### src/common/homing_pkg.sv
// Constants and carriers for the codec homing control block
package homing_pkg;

  // Encoder homing frame
  localparam int FRAME_SAMPLES = 160;
  localparam int SAMPLE_BITS = 13;
  localparam int WORD_BITS = 16;
  localparam logic [WORD_BITS-1:0] ENC_HOME_WORD = 16'h0008;

  // Codec modes and parameter frames
  localparam int NUM_MODES = 8;
  localparam int MODE_W = 3;
  localparam int PAR_W = 244;
  localparam int LEN_W = 8;

  typedef logic [NUM_MODES-1:0][LEN_W-1:0] len_table_t;
  typedef logic [NUM_MODES-1:0][PAR_W-1:0] par_table_t;

  // Bits per frame, modes 0 to 7 (4.75 up to 12.2 kbit/s)
  localparam len_table_t PAR_LEN = {
    8'hF4, 8'hCC, 8'h9F, 8'h94, 8'h86, 8'h76, 8'h67, 8'h5F
  };

  // Bits covering linear prediction and first subframe, modes 0 to 3; whole frame for modes 4 to 7
  localparam len_table_t EARLY_LEN = {
    8'hF4, 8'hCC, 8'h9F, 8'h94, 8'h37, 8'h37, 8'h2E, 8'h30
  };

  // Decoder homing frames, one per mode, bit i holds s(i+1)
  localparam par_table_t DEC_HOME_DEFAULT = '0;

  // Sample carrier
  typedef struct packed {
    logic valid;
    logic first;
    logic last;
    logic [WORD_BITS-1:0] data;
  } smp_t;

  // Parameter frame carrier
  typedef struct packed {
    logic valid;
    logic [PAR_W-1:0] bits;
  } par_t;

  // Mask of the lowest n bits of a parameter frame
  function automatic logic [PAR_W-1:0] len_mask(input logic [LEN_W-1:0] n);
    logic [PAR_W-1:0] m;
    m = '0;
    for (int i = 0; i < PAR_W; i++) begin
      m[i] = (i < int'(n));
    end
    return m;
  endfunction

endpackage

### src/hdl/codec_homing_control.sv
// Homing frame detection, substitution and home reset for encoder and decoder
`timescale 1ns/10ps
`default_nettype none

module codec_homing_control
  import homing_pkg::*;
#(
  parameter int SAMPLES = FRAME_SAMPLES,
  parameter par_table_t DEC_HOME_FRAMES = DEC_HOME_DEFAULT
) (
  // Clock and reset
  input wire logic sys_clk,
  input wire logic rstn,
  // Codec modes from the controller
  input wire logic [MODE_W-1:0] enc_mode,
  input wire logic [MODE_W-1:0] dec_mode,
  // Encoder: speech in, core parameters in, parameters out
  input wire smp_t enc_smp_in,
  input wire par_t enc_par_in,
  output par_t enc_par_out,
  output logic enc_home_det,
  output logic enc_home_rst,
  output logic enc_in_home,
  // Decoder: parameters in, core speech in, speech out
  input wire par_t dec_par_in,
  input wire smp_t dec_smp_in,
  output smp_t dec_smp_out,
  output logic dec_home_det,
  output logic dec_home_rst,
  output logic dec_in_home
);

  localparam int CNT_W = $clog2(SAMPLES + 1);
  localparam logic [CNT_W-1:0] LAST_IDX = CNT_W'(SAMPLES - 1);
  localparam logic [CNT_W-1:0] ONE_IDX = CNT_W'(1);

  initial begin
    if (SAMPLES < 2) begin
      $error("SAMPLES must be at least 2");
    end
    if (SAMPLE_BITS > WORD_BITS) begin
      $error("Sample wider than carrier word");
    end
  end

  //////////////////////////////////////////////////////////////////////////
  // Encoder input frame tracking

  logic [CNT_W-1:0] smp_cnt;
  logic in_frame;
  logic frame_match;
  logic frame_start_home;
  logic smp_is_home;
  logic frame_end;
  logic enc_hit;

  // Same word for all modes
  assign smp_is_home = (enc_smp_in.data == ENC_HOME_WORD);
  assign frame_end = enc_smp_in.valid && !enc_smp_in.first && in_frame &&
                     (smp_cnt == LAST_IDX);
  assign enc_hit = frame_end && frame_match && smp_is_home;

  // Count samples from the frame start marker
  always_ff @(posedge sys_clk or negedge rstn) begin
    if (!rstn) begin
      smp_cnt <= '0;
      in_frame <= 1'b0;
      frame_match <= 1'b0;
      frame_start_home <= 1'b0;
    end else if (enc_smp_in.valid) begin
      if (enc_smp_in.first) begin
        // A misplaced start abandons the current frame
        smp_cnt <= ONE_IDX;
        in_frame <= 1'b1;
        frame_match <= smp_is_home;
        frame_start_home <= enc_in_home;
      end else if (in_frame) begin
        smp_cnt <= smp_cnt + ONE_IDX;
        frame_match <= frame_match && smp_is_home;
        if (smp_cnt == LAST_IDX) begin
          in_frame <= 1'b0;
        end
      end
    end
  end

  //////////////////////////////////////////////////////////////////////////
  // Encoder output and home state

  logic enc_pend;
  logic enc_pend_home;
  logic enc_pend_subst;
  logic [PAR_W-1:0] enc_ref;
  logic [PAR_W-1:0] enc_len_mask;

  assign enc_ref = DEC_HOME_FRAMES[enc_mode];
  assign enc_len_mask = len_mask(PAR_LEN[enc_mode]);

  // Remember what the finished input frame asks of its parameter frame
  always_ff @(posedge sys_clk or negedge rstn) begin
    if (!rstn) begin
      enc_pend <= 1'b0;
      enc_pend_home <= 1'b0;
      enc_pend_subst <= 1'b0;
    end else if (frame_end) begin
      enc_pend <= 1'b1;
      enc_pend_home <= enc_hit;
      enc_pend_subst <= enc_hit && frame_start_home;
    end else if (enc_par_in.valid) begin
      enc_pend <= 1'b0;
      enc_pend_home <= 1'b0;
      enc_pend_subst <= 1'b0;
    end
  end

  // Core result passes through, homing pattern replaces it
  always_ff @(posedge sys_clk or negedge rstn) begin
    if (!rstn) begin
      enc_par_out <= '0;
    end else begin
      enc_par_out.valid <= enc_par_in.valid;
      if (enc_par_in.valid && enc_pend && enc_pend_subst) begin
        enc_par_out.bits <= enc_ref & enc_len_mask;
      end else if (enc_par_in.valid) begin
        enc_par_out.bits <= enc_par_in.bits & enc_len_mask;
      end
    end
  end

  // Detection pulse and sub-module home reset
  always_ff @(posedge sys_clk or negedge rstn) begin
    if (!rstn) begin
      enc_home_det <= 1'b0;
      enc_home_rst <= 1'b0;
    end else begin
      enc_home_det <= enc_hit;
      // Voice activity detector and transmission control go home too
      enc_home_rst <= enc_par_in.valid && enc_pend && enc_pend_home;
    end
  end

  // Home after reset or homing; lost by any other frame
  always_ff @(posedge sys_clk or negedge rstn) begin
    if (!rstn) begin
      enc_in_home <= 1'b1;
    end else begin
      if (enc_par_in.valid && enc_pend && enc_pend_home) begin
        enc_in_home <= 1'b1;
      end
      if (frame_end && !enc_hit) begin
        enc_in_home <= 1'b0;
      end
    end
  end

  //////////////////////////////////////////////////////////////////////////
  // Decoder homing frame detection

  logic [PAR_W-1:0] dec_ref;
  logic [PAR_W-1:0] dec_diff;
  logic [PAR_W-1:0] dec_full_mask;
  logic [PAR_W-1:0] dec_early_mask;
  logic dec_full_hit;
  logic dec_early_hit;
  logic dec_hit;

  assign dec_ref = DEC_HOME_FRAMES[dec_mode];
  assign dec_diff = dec_par_in.bits ^ dec_ref;
  assign dec_full_mask = len_mask(PAR_LEN[dec_mode]);
  assign dec_early_mask = len_mask(EARLY_LEN[dec_mode]);
  assign dec_full_hit = ((dec_diff & dec_full_mask) == '0);
  // Relies on test sequences differing early
  assign dec_early_hit = ((dec_diff & dec_early_mask) == '0);
  assign dec_hit = dec_in_home ? dec_early_hit : dec_full_hit;

  logic dec_pend_home;
  logic dec_subst;

  // Per-frame flags held until the frame's last speech sample
  always_ff @(posedge sys_clk or negedge rstn) begin
    if (!rstn) begin
      dec_pend_home <= 1'b0;
      dec_subst <= 1'b0;
    end else if (dec_par_in.valid) begin
      dec_pend_home <= dec_hit;
      dec_subst <= dec_hit && dec_in_home;
    end else if (dec_smp_in.valid && dec_smp_in.last) begin
      dec_pend_home <= 1'b0;
      dec_subst <= 1'b0;
    end
  end

  //////////////////////////////////////////////////////////////////////////
  // Decoder speech output and home state

  // Decoded speech replaced by the encoder homing frame
  always_ff @(posedge sys_clk or negedge rstn) begin
    if (!rstn) begin
      dec_smp_out <= '0;
    end else begin
      dec_smp_out.valid <= dec_smp_in.valid;
      dec_smp_out.first <= dec_smp_in.valid && dec_smp_in.first;
      dec_smp_out.last <= dec_smp_in.valid && dec_smp_in.last;
      if (dec_smp_in.valid && dec_subst) begin
        dec_smp_out.data <= ENC_HOME_WORD;
      end else if (dec_smp_in.valid) begin
        dec_smp_out.data <= dec_smp_in.data;
      end
    end
  end

  // Detection pulse and sub-module home reset
  always_ff @(posedge sys_clk or negedge rstn) begin
    if (!rstn) begin
      dec_home_det <= 1'b0;
      dec_home_rst <= 1'b0;
    end else begin
      dec_home_det <= dec_par_in.valid && dec_hit;
      // Comfort noise generator included
      dec_home_rst <= dec_smp_in.valid && dec_smp_in.last &&
                      dec_pend_home;
    end
  end

  // Home after reset or homing; lost by any other frame
  always_ff @(posedge sys_clk or negedge rstn) begin
    if (!rstn) begin
      dec_in_home <= 1'b1;
    end else begin
      if (dec_smp_in.valid && dec_smp_in.last && dec_pend_home) begin
        dec_in_home <= 1'b1;
      end
      if (dec_par_in.valid && !dec_hit) begin
        dec_in_home <= 1'b0;
      end
    end
  end

endmodule
`default_nettype wire

### config.mk
export PLATFORM = sky130hd
export DESIGN_NAME = codec_homing_control
export DESIGN_NICKNAME = d
export VERILOG_FILES = /design/src/common/homing_pkg.sv /design/src/hdl/codec_homing_control.sv
export SDC_FILE = /design/constraint.sdc
export NUM_CORES = 1
export LEC_CHECK = 0
export BUFFER_PORTS_ARGS = -buffer_cell sky130_fd_sc_hd__buf_2
export CORE_AREA = 3 3 309 311
export CTS_CLUSTER_DIAMETER = 50
export DETAILED_ROUTE_END_ITERATION = 10
export DIE_AREA = 0 0 312 314
export SLEW_MARGIN = 20
export SYNTH_ARGS = -nofsm -noshare
export SYNTH_HDL_FRONTEND = slang
export SYNTH_SLANG_ARGS = --single-unit
### constraint.sdc
create_clock -name sys_clk -period 2.4 [get_ports sys_clk]
set_input_delay 0.48 -clock sys_clk [delete_from_list [all_inputs] [get_ports sys_clk]]
set_output_delay 0.48 -clock sys_clk [all_outputs]
set_load 0.02 [all_outputs]
* Word level (Yosys, flattened, before mapping)
Memories as Yosys holds them, arrays and structs flattened.
Cells that the tools add are included.
W data, S select, Z words.
** Cells by class
- Add/sub/neg operators :: 1
- Magnitude comparators :: 734
- Bitwise logic cells :: 5
- Eq/ne operators :: 2
- Reductions and logical operators :: 32
- Mux-type cells :: 28
** Operators with widths (number)
- $lt A8 B8 Y1 const A :: 348
- $lt A7 B8 Y1 const A :: 192
- $and A244 B244 Y244 :: 4
- $mux W244 :: 4
- $lt A6 B8 Y1 const A :: 96
- $logic_not A244 Y1 :: 2
- $lt A5 B8 Y1 const A :: 48
- $xor A244 B244 Y244 :: 1
- $lt A4 B8 Y1 const A :: 24
- $lt A3 B8 Y1 const A :: 12
- $lt A1 B8 Y1 const A :: 6
- $lt A2 B8 Y1 const A :: 6
- $mux W8 :: 5
- $mux W16 :: 2
- $logic_and A1 B1 Y1 :: 18
- $mux W1 :: 17
- $eq A16 B4 Y1 const B :: 1
- $reduce_bool A2 Y1 :: 7
- $add A8 B1 Y8 const B :: 1
- $eq A8 B8 Y1 const B :: 1
- $lt A3 B4 Y1 const B :: 2
- $reduce_and A2 Y1 :: 2
- $logic_not A1 Y1 :: 3
** Storage, ports and cells
- Word-level logic and storage cells :: 828
- Output and inout bits :: 270
- Register bits :: 286
- Memories kept :: 5
- ROM bits :: 4096
- Bits of input ports :: 536
** Memory list
- (name not given) :: words 8, width 244, rd ports 1, clocked after memory_dff 0, wr ports 0, line codec_homing_control.sv:167 : assign dec_ref = DEC_HOME_FRAMES[dec_mode];
- (name not given) :: words 8, width 244, rd ports 1, clocked after memory_dff 0, wr ports 0, line codec_homing_control.sv:96 : assign enc_ref = DEC_HOME_FRAMES[enc_mode];
- (name not given) :: words 8, width 8, rd ports 1, clocked after memory_dff 0, wr ports 0, line codec_homing_control.sv:170 : assign dec_early_mask = len_mask(EARLY_LEN[dec_mode]);
- (name not given) :: words 8, width 8, rd ports 1, clocked after memory_dff 0, wr ports 0, line codec_homing_control.sv:169 : assign dec_full_mask = len_mask(PAR_LEN[dec_mode]);
- (name not given) :: words 8, width 8, rd ports 1, clocked after memory_dff 0, wr ports 0, line codec_homing_control.sv:97 : assign enc_len_mask = len_mask(PAR_LEN[enc_mode]);

* Logic depth before layout (Yosys ltp)
- Depth in word-level cells :: 9
- Mapped depth :: 13
- Depth with buffers taken out :: 10

* Worst setup path after synthesis
OpenSTA, ideal clock, no wires.
- Kind :: input port to flip-flop
- Start :: in dec_mode[1]
- End :: reg dec_pend_home
- Setup slack :: -0.747 ns
- Library setup time :: 0.104 ns
- Buffers on the path :: 2
- Arrival :: 3.043 ns
- Stages :: 12
- Data required time :: 2.296 ns
- Path through :: buf_2 clkinv_1 ha_1 clkbuf_1 nand2_1 o41ai_1 o21ai_0 a22o_1 a2111oi_0 and4bb_1 nand2_1 o311ai_1
** On the way
- Longest elaborated chain between the ends :: 7
- Elaborated cells on any way between the ends :: 501
- Those cells by class :: 488 x order compare; 5 x mux; 3 x bitwise; 2 x reduce/logical; 3 x memory
** RTL lines
- start: declaration :: line codec_homing_control.sv:16 : input wire logic [MODE_W-1:0] dec_mode,
- $mem_v2 Z8 W8 (tied with other cells)
- $mux W8 (not written as such) (tied with other cells) :: line codec_homing_control.sv:169
- $lt A1 B8 Y1 (tied with other cells) :: line homing_pkg.sv:51 : m[i] = (i < int'(n));
- $and A244 B244 Y244, on equally long branches :: line codec_homing_control.sv:171, codec_homing_control.sv:173
- $logic_not A244 Y1, on equally long branches :: line codec_homing_control.sv:171, codec_homing_control.sv:173
- $mux W1 (*) :: line codec_homing_control.sv:174 : assign dec_hit = dec_in_home ? dec_early_hit : dec_full_hit;
- $mux W1 (*) :: line codec_homing_control.sv:184 : end else if (dec_par_in.valid) begin
- end signal: assignment :: line codec_homing_control.sv:185 : dec_pend_home <= dec_hit;
- end: declaration :: line codec_homing_control.sv:176 : logic dec_pend_home;
Every way passes the cells marked *; elsewhere a longest branch is shown, timed or not. The select of a mux whose other input is x is not followed.
A chain may end at the register's enable or synchronous reset.

* Final worst setup path
- Start :: in dec_mode[0]
- End :: reg dec_in_home
** On the way
- Longest elaborated chain between the ends :: 9
- Elaborated cells on any way between the ends :: 504
- Those cells by class :: 488 x order compare; 5 x mux; 3 x bitwise; 5 x reduce/logical; 3 x memory
** RTL lines
- $mem_v2 Z8 W8 (tied with other cells)
- $mux W8 (not written as such) (tied with other cells) :: line codec_homing_control.sv:169
- $lt A1 B8 Y1 (tied with other cells) :: line homing_pkg.sv:51
- $and A244 B244 Y244, on equally long branches :: line codec_homing_control.sv:171, codec_homing_control.sv:173
- $logic_not A244 Y1, on equally long branches :: line codec_homing_control.sv:171, codec_homing_control.sv:173
- $mux W1 (*) :: line codec_homing_control.sv:174
- $logic_not A1 Y1 (*) :: line codec_homing_control.sv:233 : if (dec_par_in.valid && !dec_hit) begin
- $logic_and A1 B1 Y1 (*) :: line codec_homing_control.sv:233
- $mux W1 or $reduce_bool A2 Y1 (tied branches)
- end signal: assignment :: line codec_homing_control.sv:228 : dec_in_home <= 1'b1;
- end signal: assignment :: line codec_homing_control.sv:231 : dec_in_home <= 1'b1;
- end signal: assignment :: line codec_homing_control.sv:234 : dec_in_home <= 1'b0;
- end: declaration :: line codec_homing_control.sv:30 : output logic dec_in_home
Marked as above.

==> run metrics <==
status finished, violations left; failing checks negative setup slack; CP max stage delay 0.35 ns; design area 0.0236 mm²; Sink Count 286; Core Area 0.0930 mm²; Routed WL 85.1 mm; Final Skew 0.00836 ns; CP max-delay cell a211o_1; main combinational cell family by area after synthesis compound AO/OA/AOI/OAI gates; Remaining DRCs 0; most frequent CP cell buf_4; Synth Flop Type dfrtp_1; DP Area 0.0220 mm²; Largest regs enc_par_out: 245 flops, dec_smp_out: 19 flops, smp_cnt: 8 flops; Ports 806; First-pass DRT Iterations 5; Synth async-reset ratio 100%; mux contribution to synthesized area 0.443%; Mapped Cells 1740; adder-cell share of the synthesized area 1.11%; Overflow after GRT 0; CP Buf/Inv Count 5; critical-path maximum fanout 7; first-pass GRT wire length 120 mm; Die Y 314 µm; #FFs+latches synth 286; drt via density 4.18; Crit. End Element register; Arrival @ worst endpoint 2.89 ns; clk_lat worst skew 0.53 ns; period utilisation layout 101%; root buf cell clkbuf_16; top cells by area, synth dfrtp_1 (49%), o21ai_0 (11%), nand2_1 (7.7%), inv_1 (7.3%), a21oi_1 (1.9%); Critical Setup Path Class primary input to register; initial antenna violation count 21; layout cells sized above 1 43.2%; max-slew violations 0; Mapped Nets 2288; largest net degree at the start of global routing 250; fin crit period 2.43 ns; Die Area 0.0980 mm²; Initial Util 15.5%; Final nets 3336; Min-Delay Path Class primary input to register; Row Count 112; htree depth 2; YS warnings 0; Compound-Gate Fraction of Synth Area 20.7%; pwr dens 614 mW/mm²; vias in the first global route 17400; I/O Buffers 804; clk slew on worst S/H paths 0.06 ns; Simple-Gate Fraction of Synth Area 18.4%; Final Wtd Congestion 0.969; count of cell types in the netlist 78; Inserted Clock Buffers 39; vias after detailed routing 17000; Max-slew headroom 28.8%; CP required 2.86 ns; Post-Synth XOR/XNOR Area 0.0608%; post-synth top area cell dfrtp_1; Post-Syn Area 0.0144 mm²; post-synth top area share 49.3%; P_leak 11.8 nW; unrepaired setup endpoints after global routing yes; Syn Area/Cell 8.28 µm²; antenna viol nets, final 0; Final Setup Violations 3; setup TNS -0.0504 ns; CTS tree yes; Worst Max-Slew Pin Slew 1.07 ns; DR WL/cell 20.9 µm; area grow syn2layout 63.7%; Post-synth EDFFs 0; Final Hold Fails 0; worst setup margin -0.0274 ns; Die Wd 312 µm; startpoint type of the worst setup path primary input; Seq/Total Area, Yosys 49.7%; post-DP HPWL 71.8 mm; peak supply drop 336 µV; CTS max path bufs 3; most frequent cells in the layout buf_2 (800), o21ai_0 (309), nand2_1 (294), dfrtp_1 (284), inv_1 (281); Reg with most FFs enc_par_out; max-cap violation count 0; leading cell type in the layout, fill and taps excluded buf_2; Largest register FFs 245; Total GRT Usage 16.6%; worst path cell trace buf_12 > buf_4 > ha_1 > buf_4 > nor3b_2 > a31oi_1 > a211o_1 > o41ai_2 > buf_4 > a41oi_1 > buf_4 > nand3b_1 > a31oi_1; f_max 0.412 GHz; DR iter-0 viols 1085; Top Family by Delay on Critical Path compound AO/OA/AOI/OAI gates
==> worst reg2reg max path, stage by stage, from the launching register on <==
cell       delay (ns)
dfstp_2          0.58
nor4b_4          0.20
buf_4            0.15
nand3_1          0.08
a2111oi_2        0.22
nand4b_1         0.24
a2111oi_4        0.44
nand4_1          0.20
o311ai_2         0.12
==> power breakdown <==
part,total (W),internal [W],switching [W]
clock,0.00587,0.00354,0.00233
sequential,0.00540,0.00520,0.000205
combinational,0.00322,0.00123,0.00198
total,0.0145,0.00997,0.00452
==> per-layer routing <==
| metal | track usage, % | vias up | wire length [µm] |
|---|---|---|---|
| li1 | - | 7989 | - |
| met1 | 17.8 | 8066 | 31100 |
| met2 | 31.6 | 788 | 45100 |
| met3 | 3.15 | 164 | 5200 |
| met4 | 7.02 | 16 | 3660 |
| met5 | 0 | - | 99 |
==> path summary, 6_finish.rpt <==
check,slack (ns),cells after the start,from,endpoint
setup / recovery,-0.03,13,dec_mode[0],dec_in_home
hold / removal,0.14,3,dec_smp_in[4],dec_smp_out[4]
setup reg to reg,0.09,8,dec_in_home,dec_pend_home
hold reg to reg,0.51,1,frame_start_home,frame_start_home
max in group asynchronous,1.17,3,rstn,dec_smp_out[15]
min in group asynchronous,0.47,2,rstn,enc_par_out[19]
==> synthesized netlist by cell type (12+ instances only) <==
cell,instances
dfrtp_1,284
o31ai_1,17
nor2_1,67
nor4_1,31
ha_1,12
or3_1,13
or4_1,15
o21ai_0,313
nand4_1,17
inv_1,282
a21oi_1,55
nand2_1,294
nor3_1,17
a31oi_1,17
clkbuf_1,66
nand3_1,36
==> timing repair <==
action | 4_1_cts | 5_1_grt
hold buffers | 1 | 0
hold endpoints to repair | 50 | 0
gates cloned | 0 | 0
endpoints found under the setup margin | 4 | 20
gates resized for setup | 26 | 33
setup buffers | 3 | 3
pin swaps | 13 | 16
==> final cells by class <==
type,count,area (µm²)
clock inverters,16,195
well taps,1254,1570
fillers,10300,69500
inverters,284,1090
clock buffers,52,1120
multi-input cells,1093,6130
repair buffers,1084,6320
diodes,4,10.0
flip-flops and latches,286,7160
==> stage by stage <==
step | instances | total power (W) | utilization (%) | hold WS [ns] | setup slack, ns
final | 4073 | 0.0145 | 25.4 | 0.137 | -0.0274
after global routing | 4073 | 0.0152 | 25.4 | 0.0971 | -0.0939
after CTS | 4066 | 0.0147 | 25.2 | 0.0803 | 0.00108
after detailed placement | 3994 | 0.00868 | 23.6 | 0.492 | -0.921
after global placement | 3994 | 0.00867 | 23.6 | 0.490 | -0.945
after floorplan | 1740 | 0.00675 | - | 0.184 | -0.330
==> kinds of logic (layout without fill, tap and decap cells) <==
family / after synthesis / after routing
AND/OR/NAND/NOR: 562 / 562
AO/OA/AOI/OAI: 511 / 511
buffers and inverters: 361 / 1436
flip-flops: 286 / 286
adder cells (fa/ha/maj): 13 / 13
multiplexers: 6 / 6
XOR/XNOR: 1 / 1
other: 0 / 4
Note: power is estimated with default switching activity, not from simulation.
